$ cat src/hdl/mtc_pkg.sv
// Constants for the multi-function timer configuration block: register map,
// field layout, reset values, mode and clock-source encodings.
// Assumes a 32-bit AHB-Lite register bus and one peripheral clock.
package mtc_pkg;

   // -----------------------------------------------------------------------
   // Channel layout
   // -----------------------------------------------------------------------
   localparam int NUM_CH = 5;
   localparam int GR_PER_CH = 4;
   localparam int CH_PAIR_MASTER = 3;
   localparam int CH_PAIR_SLAVE = 4;
   localparam int NUM_CKS = 2;

   // -----------------------------------------------------------------------
   // Register map (byte addresses, one word per register)
   // -----------------------------------------------------------------------
   localparam logic [7:0] MODE_BASE = 8'h00;
   localparam logic [7:0] IOU_BASE = 8'h20;
   localparam logic [7:0] IOL_BASE = 8'h40;
   localparam logic [7:0] CKS_BASE = 8'h60;
   localparam int REG_STRIDE = 4;

   // -----------------------------------------------------------------------
   // Field layout and reset values
   // -----------------------------------------------------------------------
   localparam logic [7:0] MODE_RST = 8'hC0;
   localparam logic [7:0] MODE_FIXED_ONES = 8'hC0;
   localparam logic [7:0] MODE_WMASK_FULL = 8'h3F;
   localparam logic [7:0] MODE_WMASK_SHORT = 8'h0F;
   localparam logic [7:0] IO_RST = 8'h00;
   localparam logic [2:0] CKS_RST = 3'h0;
   localparam int BIT_BUF_SECOND = 5;
   localparam int BIT_BUF_FIRST = 4;
   localparam int IO_CAPTURE_BIT = 3;
   localparam logic [3:0] IO_NIB_OFF = 4'h0;

   // -----------------------------------------------------------------------
   // Operating mode codes
   // -----------------------------------------------------------------------
   localparam logic [3:0] MD_NORMAL = 4'h0;
   localparam logic [3:0] MD_PWM1 = 4'h2;
   localparam logic [3:0] MD_PWM2 = 4'h3;
   localparam logic [3:0] MD_PHASE1 = 4'h4;
   localparam logic [3:0] MD_PHASE2 = 4'h5;
   localparam logic [3:0] MD_PHASE3 = 4'h6;
   localparam logic [3:0] MD_PHASE4 = 4'h7;
   localparam logic [3:0] MD_RSPWM = 4'h8;
   localparam logic [3:0] MD_CPWM_PEAK = 4'hD;
   localparam logic [3:0] MD_CPWM_VALLEY = 4'hE;
   localparam logic [3:0] MD_CPWM_BOTH = 4'hF;

   // -----------------------------------------------------------------------
   // Counter clock source codes and prescaler ratios
   // -----------------------------------------------------------------------
   localparam logic [2:0] CKS_DIV1 = 3'h0;
   localparam logic [2:0] CKS_DIV4 = 3'h1;
   localparam logic [2:0] CKS_DIV16 = 3'h2;
   localparam logic [2:0] CKS_DIV64 = 3'h3;
   localparam logic [2:0] CKS_DIV256 = 3'h4;
   localparam logic [2:0] CKS_DIV1024 = 3'h5;
   localparam logic [2:0] CKS_EXT_A = 3'h6;
   localparam logic [2:0] CKS_EXT_B = 3'h7;
   localparam int LOG2_DIV4 = 2;
   localparam int LOG2_DIV16 = 4;
   localparam int LOG2_DIV64 = 6;
   localparam int LOG2_DIV256 = 8;
   localparam int LOG2_DIV1024 = 10;

endpackage

$ cat src/hdl/mtc_top.sv
// Configuration logic of the five-channel multi-function timer: mode,
// I/O control and channel 3/4 counter clock-source registers, with the
// decoded per-channel controls presented as registered outputs.
// Assumes a single AHB-Lite master, word accesses and one clock domain;
// the external clock pins are asynchronous and are synchronised here.
//
// Functional notes
// - Channel 3 clock codes: div1,16,64,256, pins A/B.
// - Channel 4 clock codes match channel 3.
// - Codes 001 and 101 give div4 and div1024.
// - Five 8-bit mode registers, reset C0, manual keeps.
// - Mode bits 7 and 6 read one, ignore writes.
// - Second buffer bit: D buffers B, no events.
// - First buffer bit: C buffers A, no events.
// - Channels 1, 2 buffer bits read zero.
// - Mode codes: normal, PWM1, PWM2, phase counting 1-4.
// - Mode codes: reset-sync PWM, complementary PWM 1-3.
// - PWM2 not on 3,4; phase not on 0,3,4.
// - Sync PWM only channel 3; channel 4 follows.
// - Eight I/O control registers across channels.
// - I/O control resets to 00, manual keeps.
// - Upper register: B high nibble, A low.
// - Lower register: D high nibble, C low.
// - Buffered C or D ignores its I/O setting.
// - Nibble selects compare output or capture input.
//
// The address map and register access over AHB-Lite were chosen for this implementation.
`timescale 1ns/1ns

module mtc_top
   import mtc_pkg::*;
#(
   parameter int PRESCALE_W = 10
) (
   // Clock and reset
   input wire logic hclk,
   input wire logic hresetn,
   // AHB-Lite slave
   input wire logic hsel,
   input wire logic [31:0] haddr,
   input wire logic [1:0] htrans,
   input wire logic hwrite,
   input wire logic [2:0] hsize,
   input wire logic [31:0] hwdata,
   input wire logic hready,
   output logic hreadyout,
   output logic [31:0] hrdata,
   output logic hresp,
   // Power control and external count clocks
   input wire logic standby_entry,
   input wire logic ext_clock_pin_a,
   input wire logic ext_clock_pin_b,
   // Decoded per-channel controls
   output logic [NUM_CH*4-1:0] chan_mode,
   output logic [NUM_CH-1:0] buffer_pair_first,
   output logic [NUM_CH-1:0] buffer_pair_second,
   output logic [NUM_CH*GR_PER_CH*4-1:0] gr_io_cfg,
   output logic [NUM_CH*GR_PER_CH-1:0] gr_capture_en,
   output logic [NUM_CH*GR_PER_CH-1:0] gr_compare_en,
   output logic [NUM_CKS*3-1:0] clock_source_select,
   output logic [NUM_CKS-1:0] count_tick
);

   // The prescaler must be wide enough to reach the largest division ratio.
   // Checked at elaboration, so a bad parameter never reaches a netlist.
   if (PRESCALE_W < LOG2_DIV1024) begin : g_prescale_check
      $error("PRESCALE_W too small for the largest prescaler ratio.");
   end

   // -----------------------------------------------------------------------
   // Helpers
   // -----------------------------------------------------------------------
   function automatic logic has_cd(input int ch);
      return (ch == 0) || (ch == CH_PAIR_MASTER) || (ch == CH_PAIR_SLAVE);
   endfunction

   // Unsupported or reserved codes collapse to normal so that a bad write
   // can never put a channel's datapath into an undefined mode.
   function automatic logic mode_legal(input int ch, input logic [3:0] md);
      logic ok;
      ok = 1'b0;
      case (md)
         MD_NORMAL, MD_PWM1: begin
            ok = 1'b1;
         end
         MD_PWM2: begin
            ok = (ch != CH_PAIR_MASTER) && (ch != CH_PAIR_SLAVE);
         end
         MD_PHASE1, MD_PHASE2, MD_PHASE3, MD_PHASE4: begin
            ok = !has_cd(ch);
         end
         MD_RSPWM, MD_CPWM_PEAK, MD_CPWM_VALLEY, MD_CPWM_BOTH: begin
            ok = (ch == CH_PAIR_MASTER);
         end
         default: begin
            ok = 1'b0;
         end
      endcase
      return ok;
   endfunction

   function automatic logic is_sync_pwm(input logic [3:0] md);
      return (md == MD_RSPWM) || (md == MD_CPWM_PEAK) || (md == MD_CPWM_VALLEY) || (md == MD_CPWM_BOTH);
   endfunction

   // -----------------------------------------------------------------------
   // Bus address phase capture
   // -----------------------------------------------------------------------
   logic wr_pend_q;
   logic [7:0] wr_addr_q;
   logic addr_ok;
   logic rd_take;

   assign addr_ok = hsel && hready && htrans[1];
   assign rd_take = addr_ok && !hwrite;

   always_ff @(posedge hclk or negedge hresetn) begin
      if (!hresetn) begin
         wr_pend_q <= 1'b0;
         wr_addr_q <= 8'h00;
      end else if (hready) begin
         wr_pend_q <= addr_ok && hwrite;
         wr_addr_q <= haddr[7:0];
      end
   end

   // The slave never stalls and never errors.
   always_ff @(posedge hclk or negedge hresetn) begin
      if (!hresetn) begin
         hreadyout <= 1'b1;
         hresp <= 1'b0;
      end else begin
         hreadyout <= 1'b1;
         hresp <= 1'b0;
      end
   end

   // -----------------------------------------------------------------------
   // Register file
   // -----------------------------------------------------------------------
   logic [7:0] mode_q [NUM_CH];
   logic [7:0] mode_d [NUM_CH];
   logic [7:0] iou_q [NUM_CH];
   logic [7:0] iou_d [NUM_CH];
   logic [7:0] iol_q [NUM_CH];
   logic [7:0] iol_d [NUM_CH];
   logic [2:0] cks_q [NUM_CKS];
   logic [2:0] cks_d [NUM_CKS];

   always_comb begin
      for (int i = 0; i < NUM_CH; i++) begin
         mode_d[i] = mode_q[i];
         iou_d[i] = iou_q[i];
         iol_d[i] = iol_q[i];
         if (wr_pend_q && (wr_addr_q == MODE_BASE + 8'(REG_STRIDE * i))) begin
            mode_d[i] = (hwdata[7:0] & (has_cd(i) ? MODE_WMASK_FULL : MODE_WMASK_SHORT))
                        | MODE_FIXED_ONES;
         end
         if (wr_pend_q && (wr_addr_q == IOU_BASE + 8'(REG_STRIDE * i))) begin
            iou_d[i] = hwdata[7:0];
         end
         if (has_cd(i) && wr_pend_q && (wr_addr_q == IOL_BASE + 8'(REG_STRIDE * i))) begin
            iol_d[i] = hwdata[7:0];
         end
         // Standby reinitialises like power-on; no manual reset input exists.
         if (standby_entry) begin
            mode_d[i] = MODE_RST;
            iou_d[i] = IO_RST;
            iol_d[i] = IO_RST;
         end
      end
      for (int k = 0; k < NUM_CKS; k++) begin
         cks_d[k] = cks_q[k];
         if (wr_pend_q && (wr_addr_q == CKS_BASE + 8'(REG_STRIDE * k))) begin
            cks_d[k] = hwdata[2:0];
         end
         if (standby_entry) begin
            cks_d[k] = CKS_RST;
         end
      end
   end

   always_ff @(posedge hclk or negedge hresetn) begin
      if (!hresetn) begin
         for (int i = 0; i < NUM_CH; i++) begin
            mode_q[i] <= MODE_RST;
            iou_q[i] <= IO_RST;
            iol_q[i] <= IO_RST;
         end
         for (int k = 0; k < NUM_CKS; k++) begin
            cks_q[k] <= CKS_RST;
         end
      end else begin
         for (int i = 0; i < NUM_CH; i++) begin
            mode_q[i] <= mode_d[i];
            iou_q[i] <= iou_d[i];
            iol_q[i] <= iol_d[i];
         end
         for (int k = 0; k < NUM_CKS; k++) begin
            cks_q[k] <= cks_d[k];
         end
      end
   end

   // -----------------------------------------------------------------------
   // Read path
   // -----------------------------------------------------------------------
   // Reads look at next-state values so that a read right behind a write
   // to the same register returns the freshly written data.
   logic [7:0] rd_val;

   always_comb begin
      rd_val = 8'h00;
      for (int i = 0; i < NUM_CH; i++) begin
         if (haddr[7:0] == MODE_BASE + 8'(REG_STRIDE * i)) begin
            rd_val = mode_d[i];
         end
         if (haddr[7:0] == IOU_BASE + 8'(REG_STRIDE * i)) begin
            rd_val = iou_d[i];
         end
         if (has_cd(i) && (haddr[7:0] == IOL_BASE + 8'(REG_STRIDE * i))) begin
            rd_val = iol_d[i];
         end
      end
      for (int k = 0; k < NUM_CKS; k++) begin
         if (haddr[7:0] == CKS_BASE + 8'(REG_STRIDE * k)) begin
            rd_val = {5'h00, cks_d[k]};
         end
      end
   end

   always_ff @(posedge hclk or negedge hresetn) begin
      if (!hresetn) begin
         hrdata <= 32'h0000_0000;
      end else if (rd_take) begin
         hrdata <= {24'h00_0000, rd_val};
      end
   end

   // -----------------------------------------------------------------------
   // Mode decode and channel 4 slaving
   // -----------------------------------------------------------------------
   logic [3:0] md_eff [NUM_CH];
   logic [NUM_CH-1:0] bfa_eff;
   logic [NUM_CH-1:0] bfb_eff;
   logic [2:0] cks_eff [NUM_CKS];
   logic ch3_sync;

   always_comb begin
      for (int i = 0; i < NUM_CH; i++) begin
         md_eff[i] = mode_legal(i, mode_q[i][3:0]) ? mode_q[i][3:0] : MD_NORMAL;
         bfa_eff[i] = has_cd(i) && mode_q[i][BIT_BUF_FIRST];
         bfb_eff[i] = has_cd(i) && mode_q[i][BIT_BUF_SECOND];
      end
      for (int k = 0; k < NUM_CKS; k++) begin
         cks_eff[k] = cks_q[k];
      end
      ch3_sync = is_sync_pwm(md_eff[CH_PAIR_MASTER]);
      if (ch3_sync) begin
         md_eff[CH_PAIR_SLAVE] = md_eff[CH_PAIR_MASTER];
         bfa_eff[CH_PAIR_SLAVE] = bfa_eff[CH_PAIR_MASTER];
         bfb_eff[CH_PAIR_SLAVE] = bfb_eff[CH_PAIR_MASTER];
         cks_eff[1] = cks_eff[0];
      end
   end

   // -----------------------------------------------------------------------
   // I/O control decode
   // -----------------------------------------------------------------------
   logic [3:0] nib [NUM_CH][GR_PER_CH];
   logic [NUM_CH-1:0][GR_PER_CH-1:0] gr_live;

   always_comb begin
      for (int i = 0; i < NUM_CH; i++) begin
         nib[i][0] = iou_q[i][3:0];
         nib[i][1] = iou_q[i][7:4];
         nib[i][2] = bfa_eff[i] ? IO_NIB_OFF : iol_q[i][3:0];
         nib[i][3] = bfb_eff[i] ? IO_NIB_OFF : iol_q[i][7:4];
         gr_live[i][0] = 1'b1;
         gr_live[i][1] = 1'b1;
         gr_live[i][2] = has_cd(i) && !bfa_eff[i];
         gr_live[i][3] = has_cd(i) && !bfb_eff[i];
      end
   end

   always_ff @(posedge hclk or negedge hresetn) begin
      if (!hresetn) begin
         chan_mode <= '0;
         buffer_pair_first <= '0;
         buffer_pair_second <= '0;
         gr_io_cfg <= '0;
         gr_capture_en <= '0;
         gr_compare_en <= '0;
         clock_source_select <= '0;
      end else begin
         for (int i = 0; i < NUM_CH; i++) begin
            chan_mode[i*4 +: 4] <= md_eff[i];
            buffer_pair_first[i] <= bfa_eff[i];
            buffer_pair_second[i] <= bfb_eff[i];
            for (int g = 0; g < GR_PER_CH; g++) begin
               gr_io_cfg[(i*GR_PER_CH+g)*4 +: 4] <= gr_live[i][g] ? nib[i][g] : IO_NIB_OFF;
               gr_capture_en[i*GR_PER_CH+g] <= gr_live[i][g] && nib[i][g][IO_CAPTURE_BIT];
               gr_compare_en[i*GR_PER_CH+g] <= gr_live[i][g] && !nib[i][g][IO_CAPTURE_BIT];
            end
         end
         for (int k = 0; k < NUM_CKS; k++) begin
            clock_source_select[k*3 +: 3] <= cks_eff[k];
         end
      end
   end

   // -----------------------------------------------------------------------
   // Prescaler and external clock pins
   // -----------------------------------------------------------------------
   logic [PRESCALE_W-1:0] pre_q;
   logic [2:0] pin_a_q;
   logic [2:0] pin_b_q;
   logic edge_a;
   logic edge_b;

   always_ff @(posedge hclk or negedge hresetn) begin
      if (!hresetn) begin
         pre_q <= '0;
      end else begin
         pre_q <= pre_q + PRESCALE_W'(1);
      end
   end

   // Stage 0 feeds only stage 1; edges are taken from stages 1 and 2.
   always_ff @(posedge hclk or negedge hresetn) begin
      if (!hresetn) begin
         pin_a_q <= 3'h0;
         pin_b_q <= 3'h0;
      end else begin
         pin_a_q <= {pin_a_q[1:0], ext_clock_pin_a};
         pin_b_q <= {pin_b_q[1:0], ext_clock_pin_b};
      end
   end

   assign edge_a = pin_a_q[1] && !pin_a_q[2];
   assign edge_b = pin_b_q[1] && !pin_b_q[2];

   function automatic logic src_tick(input logic [2:0] code, input logic [PRESCALE_W-1:0] p,
                                     input logic ea, input logic eb);
      logic t;
      t = 1'b0;
      case (code)
         CKS_DIV1: begin
            t = 1'b1;
         end
         CKS_DIV4: begin
            t = &p[LOG2_DIV4-1:0];
         end
         CKS_DIV16: begin
            t = &p[LOG2_DIV16-1:0];
         end
         CKS_DIV64: begin
            t = &p[LOG2_DIV64-1:0];
         end
         CKS_DIV256: begin
            t = &p[LOG2_DIV256-1:0];
         end
         CKS_DIV1024: begin
            t = &p[LOG2_DIV1024-1:0];
         end
         CKS_EXT_A: begin
            t = ea;
         end
         CKS_EXT_B: begin
            t = eb;
         end
         default: begin
            t = 1'b0;
         end
      endcase
      return t;
   endfunction

   always_ff @(posedge hclk or negedge hresetn) begin
      if (!hresetn) begin
         count_tick <= '0;
      end else begin
         for (int k = 0; k < NUM_CKS; k++) begin
            count_tick[k] <= src_tick(cks_eff[k], pre_q, edge_a, edge_b);
         end
      end
   end

endmodule

$ cat config.mk
export PLATFORM = sky130hd
export DESIGN_NAME = mtc_top
export DESIGN_NICKNAME = d
export VERILOG_FILES = /design/src/hdl/mtc_pkg.sv /design/src/hdl/mtc_top.sv
export SDC_FILE = /design/constraint.sdc
export NUM_CORES = 1
export LEC_CHECK = 0
export BUFFER_PORTS_ARGS = -buffer_cell sky130_fd_sc_hd__buf_2
export CAP_MARGIN = 20
export CORE_ASPECT_RATIO = 1.75
export CORE_UTILIZATION = 46
export CTS_CLUSTER_DIAMETER = 80
export DETAILED_ROUTE_END_ITERATION = 10
export GPL_TIMING_DRIVEN = 0
export PLACE_DENSITY = 0.72
export SLEW_MARGIN = 20
export SYNTH_ARGS = -nofsm -noshare
export SYNTH_HDL_FRONTEND = slang
export SYNTH_SLANG_ARGS = --single-unit
$ cat constraint.sdc
create_clock -name hclk -period 6.8 [get_ports hclk]
set_input_delay 0.68 -clock hclk [delete_from_list [all_inputs] [get_ports hclk]]
set_output_delay 0.68 -clock hclk [all_outputs]
set_load 0.01 [all_outputs]
==> reports/qor.csv <==
metric,value,unit
required time worst endpoint,7180,ps
Routed WL,31500,um
"count leader, synth",dfrtp_1,
Setup WS pre-CTS,2590,ps
"Reg clk slew, reported paths",60,ps
number of port buffers,160,
Detailed Place HPWL,23100,um
fin util,56.9,%
Yosys warnings,0,
vias in the first global route,8145,
final-report setup violation count,0,
gr busiest metal,met2,
sequential share of power,48.6,%
worst slew pin tran,1070,ps
PwrDens,239,mW/mm^2
post-cts hold buffer count,0,
standard-cell rows,74,
Clock Root Buffer,clkbuf_16,
Final Cycle Share,55.2,%
Total GRT Usage,25.8,%
skew final,11.6,ps
status,completed,
Critical Path End Type,register,
Mapped Area,0.0111,mm^2
Slew HR,28.5,%
TritonCTS buffer count,24,
Layout Nets,1274,
Tot Pwr,3.20,mW
die width,119,um
Synth area leaders,"dfrtp_1 (56%), mux2i_1 (8.4%), buf_4 (4.7%), nor2_1 (4.1%), dfstp_2 (2.4%)",
Min-Delay Path Class,in2async,
leakage,6.62,nW
Skew-Pair Late Insertion Delay,530,ps
peak supply drop,0.147,mV
RePlAce Congestion,0.922,
clock tree sinks,257,
synthesized flop and latch total,257,
post-synthesis async set-or-reset flop share,100,%
NetSw,0.727,mW
Clock Power Share,45.7,%
min Tclk post-route,3750,ps
Synth Instances,952,
first-pass iteration count of the detailed router,5,
setup TNS,0,ps
fill cell instance count of the final layout,2034,
final cell count without fillers,1518,
Worst Setup Start Kind,primary input,
share of the synthesized area in the top cell type,55.8,%
GRT overflow,0,
met3 global-route usage,2.86,%
Final Hold Fails,0,
GRT met2 Usage,46.7,%
DRC viols,0,
WP data arrival,4130,ps
Worst path most repeated cell,clkbuf_1,
fin area,0.0134,mm^2
Logic pwr share,5.8,%
largest net degree at the start of global routing,102,
FMAX,267,MHz
Final WS setup,3050,ps
CTS H-tree depth,1,
Clock Tree Buf Depth,3,
Max Cap Viol,0,
share of post-route cells with drive strength above 1,26.4,%
WL/cell,20.8,um
Via Count,8197,
crit-path max FO,10,
"Slew Viols, Final",0,
"slowest stage cell, crit path",clkbuf_1,
"EDFF count, synth",0,
Area Overhead vs Synth,20.9,%
Synth top cells by count,"dfrtp_1 (247), nor2_1 (120), mux2i_1 (93)",
CP max stage delay,620,ps
number of inserted diodes,0,
post-CTS setup buffer count,0,
CORE AREA,0.0235,mm^2
Register Area,0.00644,mm^2
worst-path cell chain,buf_2 > clkbuf_1 > clkbuf_1 > clkbuf_1 > clkbuf_1 > clkbuf_1 > clkbuf_1 > nor2_1,
M1 GR Usage,28.6,%
WS Path Type,in2reg,
CTS resizes,0,
Die ar.,0.0247,mm^2
Initial DRC Count,553,
register area share after synthesis,58.2,%
TritonCTS clock tree,built,
combined area of the multi-input logic cells,0.00407,mm^2
io pins,269,
syn_area_per_cell,11.6,um^2
Synth cell types,79,
vias per inst,5.40,
Pint,2.47,mW
first-pass GRT wire length,48000,um
DRT antenna net count,0,
Hold WS,114,ps
initial antenna violation count,0,
top_reg_cell synth,dfrtp_1,
Initial Utilization,47.1,%
Post-DP Area,0.0125,mm^2
sw frac,22.7,%
height of the die,207,um
Yosys top cell by area,dfrtp_1,
RSZ-0062 raised after global routing,no,
DP Cell Count,1474,
[cells by family after synthesis]
family | after synthesis | synth area share (%)
other | 2 | 0.0678
muxes | 107 | 10.0
xor gates and xnor gates | 11 | 0.870
and+or+nand+nor | 324 | 16.4
AOI/OAI and AO/OA | 118 | 7.34
adders and majority gates | 1 | 0.113
buffers and inverters | 132 | 6.95
DFF | 257 | 58.2
[registers in the layout, summed over array words and instances, names as in the netlist, 10 cells and up]
signal	count
gr_capture_en	16
iol_q	24
mode_q	36
pre_q	10
chan_mode	20
iou_q	40
gr_compare_en	16
gr_io_cfg	48
[critical path, delay by kind of cell]
family                 cells  cell delay, ps
AND/OR/NAND/NOR            1             120
buffers and inverters      7            3300
[layer usage]
| metal | vias up | wire length [um] |
|---|---|---|
| met4 | 0 | 1900 |
| met1 | 4057 | 11200 |
| met3 | 94 | 1690 |
| met2 | 348 | 16700 |
| met5 | - | 0 |
| li1 | 3698 | - |
[path summary, 6_finish.rpt]
check / from / to / slack, ps / cells past startpoint
hold reg to reg: pin_a_q[0]$_DFF_PN0_ / pin_a_q[1]$_DFF_PN0_ / 360 / 0
setup / recovery: standby_entry / iol_q[33]$_DFF_PN0_ / 3050 / 8
min in group hclk: ext_clock_pin_a / pin_a_q[0]$_DFF_PN0_ / 260 / 1
hold / removal: hresetn / gr_capture_en[1]$_DFF_PN0_ / 110 / 1
setup reg to reg: wr_pend_q$_DFFE_PN0P_ / hrdata[3]$_DFFE_PN0P_ / 3490 / 8
max in group asynchronous: hresetn / mode_q[22]$_DFF_PN1_ / 5780 / 2
[final cells by class]
type                       instances  area share (%)
buffer                           114            5.24
clock buffer                      34            5.22
clock inverter                    10            1.21
inverter                          18           0.505
multi-input combinational        619            30.4
sequential                       257            48.1
tap                              304            2.84
timing repair buffer             162            6.47
[power groups by stage]
stage	clock network, mW	logic (mW)	registers (mW)
2_1_floorplan	0	0.0983	1.58
3_3_place_gp	0	0.177	1.58
3_5_place_dp	0	0.183	1.58
4_1_cts	1.48	0.183	1.55
5_1_grt	1.54	0.200	1.55
6_report	1.46	0.185	1.55
[placed cells by master, fill, tap and decap left out, types with 19 or more instances in the layout]
master and instances:
mux2i_1 93, nor2_1 120, buf_2 162, dfrtp_1 247
nor2b_1 22, clkbuf_1 41, nor3_1 19, o21ai_0 29
nand2_1 33, clkbuf_16 25, buf_4 70, conb_1 58
(Power assumes the default switching activity.)
